**src/pcm_defines.vh**
```
// constants for the playfield colour mapper: register indices, modes, timing
// assumes inclusion by bare name from every design file of the mapper
`ifndef PCM_DEFINES_VH
`define PCM_DEFINES_VH

// ****************************************************************
// bus geometry
// ****************************************************************
`define PCM_ADR_W 18
`define PCM_IDX_W 16
`define PCM_DAT_W 32

// ****************************************************************
// register indices (byte address is four times the index)
// ****************************************************************
`define PCM_IDX_PM0_COLOR 16'hd012
`define PCM_IDX_PM1_COLOR 16'hd013
`define PCM_IDX_PM2_COLOR 16'hd014
`define PCM_IDX_PM3_COLOR 16'hd015
`define PCM_IDX_FIELD0_COLOR 16'hd016
`define PCM_IDX_FIELD1_COLOR 16'hd017
`define PCM_IDX_FIELD2_COLOR 16'hd018
`define PCM_IDX_FIELD3_COLOR 16'hd019
`define PCM_IDX_BACKDROP_COLOR 16'hd01a
`define PCM_IDX_PRIORITY 16'hd01b
`define PCM_IDX_STATUS 16'hd01c

// ****************************************************************
// field layouts and reset values
// ****************************************************************
`define PCM_COLOR_COUNT 9
`define PCM_COLOR_FLAT_W 72
`define PCM_COLOR_RESET 8'h00
`define PCM_PRIORITY_RESET 8'h00
`define PCM_MODE_HI 7
`define PCM_MODE_LO 6
`define PCM_PRIO_LOW_HI 5
`define PCM_STAT_MODE_LO 8
`define PCM_STAT_MODE_HI 9
`define PCM_STAT_COUNT_LO 10
`define PCM_STAT_COUNT_HI 16
`define PCM_LUMA_LSB_MASK 8'hfe

// ****************************************************************
// modes and pixel codes
// ****************************************************************
`define PCM_MODE_LEGACY 2'b00
`define PCM_MODE_LUMA16 2'b01
`define PCM_MODE_NINE 2'b10
`define PCM_MODE_HUE16 2'b11
`define PCM_CODE_BACKDROP 4'h8
`define PCM_CODE_FOLD_MASK 4'h7

// ****************************************************************
// timing
// ****************************************************************
`define PCM_PIXELS_PER_LINE 7'h50
`define PCM_COUNT_W 7

`endif

```
**src/pcm_color_mapper.v**
```verilog
// top of the playfield colour mapper: wishbone register file and pixel path
// assumes pixel codes and colour ticks come from logic on ref_clk
//
// Our own choice: the Wishbone interface to the registers.
`timescale 1ns/1ps
`default_nettype none
`include "pcm_defines.vh"

module pcm_color_mapper (
  input wire ref_clk,
  input wire reset_n,
  input wire wb_cyc_i,
  input wire wb_stb_i,
  input wire wb_we_i,
  input wire [`PCM_ADR_W-1:0] wb_adr_i,
  input wire [3:0] wb_sel_i,
  input wire [`PCM_DAT_W-1:0] wb_dat_i,
  output reg [`PCM_DAT_W-1:0] wb_dat_o,
  output reg wb_ack_o,
  input wire colorTick,
  input wire lineStart,
  input wire [3:0] pixelCode,
  input wire [7:0] legacyColor,
  input wire pmActive,
  input wire [7:0] pmColor,
  output reg [7:0] colorOut,
  output reg colorStrobe,
  output reg [1:0] modeOut,
  output reg [5:0] priorityLow
);

  // ****************************************************************
  // register file state
  // ****************************************************************
  reg [7:0] colorReg [0:`PCM_COLOR_COUNT-1];
  reg [7:0] priorityReg;
  wire [`PCM_IDX_W-1:0] regIdx;
  wire reqActive;
  wire wrCommit;
  wire inColorRange;
  wire [`PCM_IDX_W-1:0] colorOffset;
  wire [`PCM_COLOR_FLAT_W-1:0] colorFlat;
  reg [`PCM_DAT_W-1:0] next_readData;
  integer i;

  assign regIdx = wb_adr_i[`PCM_ADR_W-1:2];
  assign reqActive = wb_cyc_i & wb_stb_i;
  assign wrCommit = reqActive & wb_ack_o & wb_we_i & wb_sel_i[0];
  assign inColorRange = (regIdx >= `PCM_IDX_PM0_COLOR) && (regIdx <= `PCM_IDX_BACKDROP_COLOR);
  assign colorOffset = regIdx - `PCM_IDX_PM0_COLOR;

  genvar g;
  generate
    for (g = 0; g < `PCM_COLOR_COUNT; g = g + 1) begin : flatten
      assign colorFlat[g*8 +: 8] = colorReg[g];
    end
  endgenerate

  // ****************************************************************
  // pixel path state
  // ****************************************************************
  reg pixelPhase;
  reg [`PCM_COUNT_W-1:0] pixelCount;
  wire [1:0] mode;
  wire [7:0] resolvedColor;
  wire extended;
  wire phaseNow;
  wire [`PCM_COUNT_W-1:0] countNow;
  wire takePixel;

  assign mode = priorityReg[`PCM_MODE_HI:`PCM_MODE_LO];
  assign extended = (mode != `PCM_MODE_LEGACY);
  assign phaseNow = lineStart ? 1'b0 : pixelPhase;
  assign countNow = lineStart ? {`PCM_COUNT_W{1'b0}} : pixelCount;
  assign takePixel = colorTick & ~phaseNow & (countNow < `PCM_PIXELS_PER_LINE);

  // ****************************************************************
  // wishbone slave
  // ****************************************************************
  always @(posedge ref_clk) begin
    if (!reset_n) begin
      wb_ack_o <= 1'b0;
    end else begin
      wb_ack_o <= reqActive & ~wb_ack_o;
    end
  end

  always @* begin
    next_readData = {`PCM_DAT_W{1'b0}};
    if (regIdx == `PCM_IDX_PRIORITY) begin
      next_readData[7:0] = priorityReg;
    end else if (regIdx == `PCM_IDX_STATUS) begin
      next_readData[7:0] = colorOut;
      next_readData[`PCM_STAT_MODE_HI:`PCM_STAT_MODE_LO] = mode;
      next_readData[`PCM_STAT_COUNT_HI:`PCM_STAT_COUNT_LO] = pixelCount;
    end
  end

  always @(posedge ref_clk) begin
    if (!reset_n) begin
      wb_dat_o <= {`PCM_DAT_W{1'b0}};
    end else if (reqActive & ~wb_ack_o & ~wb_we_i) begin
      wb_dat_o <= next_readData;
    end
  end

  always @(posedge ref_clk) begin
    if (!reset_n) begin
      for (i = 0; i < `PCM_COLOR_COUNT; i = i + 1) begin
        colorReg[i] <= `PCM_COLOR_RESET;
      end
      priorityReg <= `PCM_PRIORITY_RESET;
    end else if (wrCommit) begin
      if (inColorRange) begin
        colorReg[colorOffset[3:0]] <= wb_dat_i[7:0];
      end else if (regIdx == `PCM_IDX_PRIORITY) begin
        priorityReg <= wb_dat_i[7:0];
      end
    end
  end

  // ****************************************************************
  // mode and priority outputs
  // ****************************************************************
  always @(posedge ref_clk) begin
    if (!reset_n) begin
      modeOut <= `PCM_MODE_LEGACY;
      priorityLow <= 6'h00;
    end else begin
      modeOut <= mode;
      priorityLow <= priorityReg[`PCM_PRIO_LOW_HI:0];
    end
  end

  // ****************************************************************
  // colour resolution
  // ****************************************************************
  pcm_color_resolve resolver (
    .mode(mode),
    .code(pixelCode),
    .colorFlat(colorFlat),
    .legacyColor(legacyColor),
    .color(resolvedColor)
  );

  // ****************************************************************
  // pixel timing
  // ****************************************************************
  always @(posedge ref_clk) begin
    if (!reset_n) begin
      pixelPhase <= 1'b0;
      pixelCount <= {`PCM_COUNT_W{1'b0}};
    end else if (colorTick) begin
      pixelPhase <= ~phaseNow;
      if (takePixel) begin
        pixelCount <= countNow + 7'h01;
      end else begin
        pixelCount <= countNow;
      end
    end else if (lineStart) begin
      pixelPhase <= 1'b0;
      pixelCount <= {`PCM_COUNT_W{1'b0}};
    end
  end

  // ****************************************************************
  // output colour register
  // ****************************************************************
  always @(posedge ref_clk) begin
    if (!reset_n) begin
      colorOut <= 8'h00;
      colorStrobe <= 1'b0;
    end else begin
      colorStrobe <= 1'b0;
      if (colorTick && pmActive) begin
        colorOut <= pmColor;
        colorStrobe <= 1'b1;
      end else if (colorTick && !extended) begin
        colorOut <= resolvedColor;
        colorStrobe <= 1'b1;
      end else if (takePixel) begin
        colorOut <= resolvedColor;
        colorStrobe <= 1'b1;
      end
    end
  end

endmodule
`default_nettype wire

```
**src/pcm_color_resolve.v**
```verilog
// combinational colour resolver for one pixel code
// assumes colour registers and mode come from the register file of the mapper
`timescale 1ns/1ps
`default_nettype none
`include "pcm_defines.vh"

module pcm_color_resolve (
  input wire [1:0] mode,
  input wire [3:0] code,
  input wire [`PCM_COLOR_FLAT_W-1:0] colorFlat,
  input wire [7:0] legacyColor,
  output reg [7:0] color
);

  // ****************************************************************
  // helpers
  // ****************************************************************
  function [7:0] pickColor;
    input [`PCM_COLOR_FLAT_W-1:0] flat;
    input [3:0] idx;
    begin
      pickColor = flat[{idx, 3'b000} +: 8];
    end
  endfunction

  function [7:0] lumaMask;
    input [1:0] m;
    input [7:0] value;
    begin
      if (m == `PCM_MODE_LUMA16) begin
        lumaMask = value;
      end else begin
        lumaMask = value & `PCM_LUMA_LSB_MASK;
      end
    end
  endfunction

  // ****************************************************************
  // resolution
  // ****************************************************************
  reg [7:0] raw;
  reg [7:0] backdrop;
  reg [3:0] idx;

  always @* begin
    raw = 8'h00;
    idx = 4'h0;
    backdrop = pickColor(colorFlat, `PCM_CODE_BACKDROP);
    case (mode)
      `PCM_MODE_LUMA16: begin
        raw = backdrop | {4'h0, code};
      end
      `PCM_MODE_HUE16: begin
        raw = backdrop | {code, 4'h0};
      end
      `PCM_MODE_NINE: begin
        if (code > `PCM_CODE_BACKDROP) begin
          idx = code & `PCM_CODE_FOLD_MASK;
        end else begin
          idx = code;
        end
        raw = pickColor(colorFlat, idx);
      end
      default: begin
        raw = legacyColor;
      end
    endcase
    color = lumaMask(mode, raw);
  end

endmodule
`default_nettype wire

```
**config.mk**
```make
export PLATFORM = sky130hd
export DESIGN_NAME = pcm_color_mapper
export DESIGN_NICKNAME = d
export VERILOG_FILES = /design/src/pcm_color_mapper.v /design/src/pcm_color_resolve.v
export VERILOG_INCLUDE_DIRS = /design/src
export SDC_FILE = /design/constraint.sdc
export NUM_CORES = 1
export LEC_CHECK = 0
export ABC_AREA = 1
export CORE_MARGIN = 1
export CORE_UTILIZATION = 30
export CTS_CLUSTER_SIZE = 30
export DETAILED_ROUTE_END_ITERATION = 16
export DONT_BUFFER_PORTS = 1
export GPL_TIMING_DRIVEN = 0
export SYNTH_ARGS = -nofsm -noshare
export SYNTH_HDL_FRONTEND = slang
export SYNTH_SLANG_ARGS = --single-unit
```
**constraint.sdc**
```tcl
create_clock -name ref_clk -period 2.4 [get_ports ref_clk]
set_input_delay 0.6 -clock ref_clk [delete_from_list [all_inputs] [get_ports ref_clk]]
set_output_delay 0.6 -clock ref_clk [all_outputs]
set_load 0.01 [all_outputs]
```
**Word-level counts from Yosys, hierarchy flattened**

Memories as Yosys holds them, arrays and structs flattened.
Index checks and enable logic that the tools add are counted.

- $add $sub $neg: 2
- Multipliers: 0
- Div/mod/pow operators: 0
- Order comparisons: 4
- Equality and inequality tests: 5
- Shifts and indexed selects: 1
- Multiplexer cells: 26
- Bitwise gates (word level): 14
- Reduce and logical (&&, ||, !) cells: 8

Operators by type and width:

| kind | count |
|---|---|
| indexed part select 72 x 8 -> 8 bit | 1 |
| 2-to-1 mux 8 bit | 5 |
| equality test 16 bit (second input constant) | 2 |
| case mux 8 bit (3 select lines) | 1 |
| 2-to-1 mux 7 bit | 3 |
| 2-to-1 mux 17 bit | 1 |
| >= comparator 16 bit (second input constant) | 1 |
| less-or-equal comparator 16 bit (second input constant) | 1 |
| 2-to-1 mux 1 bit | 12 |
| 2-to-1 mux 4 bit | 3 |
| 2-to-1 mux 9 bit | 1 |
| AND 1 bit | 8 |
| bitwise OR 8 x 4 -> 8 bit | 1 |
| bitwise OR 8 bit | 1 |
| OR reduction 8 bit | 1 |
| adder 7 x 1 -> 7 bit (second input constant) | 1 |
| less-than comparator 7 bit (second input constant) | 1 |
| equality test 2 bit (second input constant) | 2 |
| greater-than comparator 4 bit (second input constant) | 1 |
| NOT 1 bit | 4 |
| subtractor 4 x 2 -> 4 bit (second input constant) | 1 |
| logical AND 1 bit | 3 |
| AND reduction 3 bit | 1 |
| nonzero test 3 bit | 1 |
| other kinds (3) | 3 |

- Register bits: 51
- Bits in latches: 0
- RAM bits: 72
- Bits in read-only memories: 0
- Output and inout bits: 50
- Logic and storage cells: 70
- Memories: 1

Memory list:

| name | words | width | rd ports | clocked after Yosys merged registers in | write ports | line | RTL |
|---|---|---|---|---|---|---|---|
| colorReg | 9 | 8 | 9 | 0 | 9 | pcm_color_mapper.v:35 | `` reg [7:0] colorReg [0:`PCM_COLOR_COUNT-1]; `` |

**Longest topological paths before layout**

- Word-level depth: 9
- Gate-level depth with buffers: 11
- Gate-level depth less buffers: 9

**By module**

Synthesis repeated with hierarchy kept, for this count alone.

- Cell total of the unflattened synthesis: 716
- Area, all modules: 5987.0 µm²

Modules (own cells, without submodules):

| module | times used | cells an instance | area an instance (µm²) |
|---|---|---|---|
| pcm_color_mapper | 1 | 521 | 5092.4 |
| pcm_color_resolve | 1 | 195 | 894.6 |

**Least setup slack after synthesis**

OpenSTA, ideal clock, no wires.

- Path type: input -> register
- From: in wb_adr_i[3]
- To: mem colorReg[0][1] (enable)
- Setup time: 0.324 ns
- Data arrival time: 2.068 ns
- Data required time: 2.076 ns
- Setup slack: 0.009 ns
- Cell stages on the path: 7
- Path buffers: 1
- Path through: buf_6 > inv_4 > ha_1 > xor2_1 > nor2_1 > nand4_4 > nand2_1

RTL lines:

| element | line | RTL |
|---|---|---|
| from (decl) | pcm_color_mapper.v:15 | `` input wire [`PCM_ADR_W-1:0] wb_adr_i, `` |
| to (decl) | pcm_color_mapper.v:35 |  |

==> results.py <==
metrics = {
    "final_layout": {
        "layout_commonest_cell": "nand2_1",
        "syn_to_final_growth_pct": 15.6,
        "postLayoutCoreUtil_pct": 35.4,
        "antenna_cells": 0,
        "layout-drive-gt1-share_pct": 10.0,
        "stdcell_area_sq_um": 6650,
        "fillCellCount": 1921,
        "nets": 833,
        "final_cells": 994,
        "layout_common_cells": "nand2_1, nor2_1, inv_1",
    },
    "yosys": {
        "yosys.area.top_type_share_pct": 33.4,
        "synth-seq-cells": 115,
        "async_flop_share_pct": 0,
        "ys_warn_count": 0,
        "synth-edff-count": 64,
        "syn_inst": 714,
        "synth.largest_area_cell": "edfxtp_1",
        "synthTopCellsByArea": "edfxtp_1, dfxtp_1, nand2_1",
        "synth_cell_types": 35,
        "syn_avg_cell_area_sq_um": 8.06,
        "synth_ff_type": "edfxtp_1",
        "yosysSeqAreaShare_pct": 51.2,
        "syn_area_sq_um": 5750,
    },
    "placed_design": {
        "routabilityCongestion": 0.835,
        "portBuffers": 0,
        "place_area_sq_um": 6100,
        "dp_hpwl_mm": 10.8,
        "dp_cells": 962,
    },
    "grt": {
        "antenna_found_initial": 0,
        "grt_max_degree": 17,
        "globalRoute.totalOverflow": 0,
        "grt_pass1_vias": 4285,
        "grt_pass1_wl_mm": 22.9,
        "gr-usage-all-layers_pct": 15.7,
    },
    "timing": {
        "fin_crit_ns": 2.25,
        "period_share_pct": 93.8,
        "hold_slack_ns": 0.349,
        "fmax_mhz": 444,
        "slew-limit-headroom_pct": 52.6,
        "rsz0062_at_grt": "no",
        "finalSetupViolations": 0,
        "worst_pin_slew_ns": 0.709,
        "finalMaxSlewViolations": 0,
        "skew_ns": 0.0112,
        "hold_viol": 0,
    },
    "worst_setup_path": {
        "path_cells": "nand3_1 -> nor2_4 -> nand2_1 -> nor2_8 -> nand4_4 -> nand2_1",
        "path_delay_family": "simple AND/OR/NAND/NOR gates",
        "cpPeakStageDelay_ns": 0.42,
        "cp_slowest_cell": "dfxtp_1",
        "cpMostUsedCell": "nand2_1",
        "rr_worst_depth": 6,
        "critPathBufInv": 0,
        "crit_cells": 6,
        "startpoint_type": "register",
        "startpoint": "wb_ack_o",
        "crit_fanout": 10,
        "cp-end-kind": "register",
        "crit_arrival_ns": 2.34,
        "required_ns": 2.49,
        "worstSetupPathType": "reg2reg",
        "rr_startpoint": "wb_ack_o",
    },
    "cts": {
        "cts-root-buf": "clkbuf_16",
        "clockBufferDepth": 2,
        "htreeDepth": 4,
        "cts_tree": "built",
        "cts_setup_buffers": 0,
        "clock_latency_ns": 0.42,
        "numCtsBuffers": 17,
        "clkTransAtPathRegs_ns": 0.06,
        "cts.sinks": 115,
    },
    "drt": {
        "wl_met1_mm": 6.66,
        "routed_via_density": 4.68,
        "top_layer": "met4",
        "ant_nets": 0,
        "wl_met3_mm": 1.06,
        "drt_iter0_markers": 381,
        "drc": 0,
        "dr.pass1.iters": 5,
        "wl_met2_mm": 6.88,
        "wl_mm": 14.8,
        "via_count": 4652,
        "wire_per_inst_um": 14.9,
    },
    "pwr": {
        "power.density_nw_per_um2": 733,
        "peakVddDrop_v": 0.000466,
        "p_total_mw": 4.88,
        "leakagePower_nw": 2.89,
    },
    "floorplan": {
        "die_w_um": 140,
        "dieHeight_um": 140,
        "initial_core_util_pct": 30.7,
        "die_area_sq_um": 19700,
        "rows": 50,
        "fp.coreArea_sq_um": 18800,
        "ioPinCount": 132,
    },
    "min_path": {
        "hp-class": "in2reg",
        "whs_path_depth": 2,
        "hp-start": "pmColor[0]",
    },
    "run_status": {
        "status": "finished, final reports clean",
    },
    "run": {
        "maxCapViolCount": 0,
    },
}
-- through the flow --
stage,setup WS [ns],setup TNS (ns)
CTS,0.0300,0
global placement,-0.206,-11.36
floorplan,0.00894,0
global route,0.0190,0
finish,0.148,0
detailed placement,-0.213,-12.41
-- worst reg2reg max path: cells and delay by family, from the launching register on --
family / cells / cell delay, ns
flip-flops: 1 / 0.42
AND/OR/NAND/NOR: 6 / 1.51
-- power breakdown --
group / switching, mW / internal [mW] / total (mW) / leakage [nW]
registers: 0.0394 / 2.13 / 2.17 / 1.08
clock network: 0.917 / 1.45 / 2.37 / 0.277
logic: 0.244 / 0.0971 / 0.341 / 1.53
total: 1.20 / 3.68 / 4.88 / 2.89
-- layer usage --
| metal | track usage [%] | vias up |
|---|---|---|
| met5 | 0 | - |
| met4 | 6.81 | 0 |
| met3 | 4.27 | 20 |
| met2 | 25.1 | 169 |
| met1 | 19.8 | 2115 |
| li1 | - | 2348 |
-- layout make-up --
type                            instances  area [sq um]  area share (%)
Inverter                               91           347            5.21
Multi-Input combinational cell        483          2300            34.6
Buffer                                 39           218            3.27
Clock inverter                         12           104            1.56
Clock buffer                           20           447            6.72
Tap cell                              234           293            4.40
Sequential cell                       115          2940            44.2
-- state kept, by name, summed over array words and instances (netlist names) --
signal,flops
priorityReg,8
wb_ack_o,1
colorReg,64
pixelPhase,1
wb_dat_o,17
priorityLow,6
colorStrobe,1
colorOut,8
modeOut,2
pixelCount,7
-- synthesized netlist by cell type (2+ instances only) --
cell	instances
nand2_1	157
nor2_1	145
inv_1	77
edfxtp_1	64
nand3_1	58
dfxtp_1	51
nand4_1	20
a21oi_1	19
buf_4	16
o21ai_0	15
clkbuf_1	14
o21ai_1	13
clkinv_1	9
o22ai_1	7
buf_1	5
nand3_4	5
nand4_4	5
ha_1	4
buf_2	3
inv_2	3
nor2_4	3
a31oi_1	2
inv_4	2
nand2_2	2
nand3_2	2
nor2_2	2
nor3_1	2
o21a_1	2
-- final timing paths --
kind | to | slack (ns)
min reg2reg | priorityLow[0] | 0.44
max | colorReg[4][4] | 0.15
min | colorOut[0] | 0.35
max reg2reg | colorReg[4][4] | 0.15
-- kinds of logic after synthesis --
logic type / after synthesis / synth area share (%)
other cells: 1 / 0.0652
buf+inv: 130 / 9.81
flops: 115 / 51.2
compound gates: 59 / 5.48
simple gates: 404 / 32.5
fa+ha+maj: 4 / 0.870
xor+xnor: 1 / 0.152
-- timing repair --
item	4_1_cts	5_1_grt
hold buffers	0	0
gates resized for setup	0	1
endpoints found under the setup margin	0	8
Power figures use the tool's default switching activity.
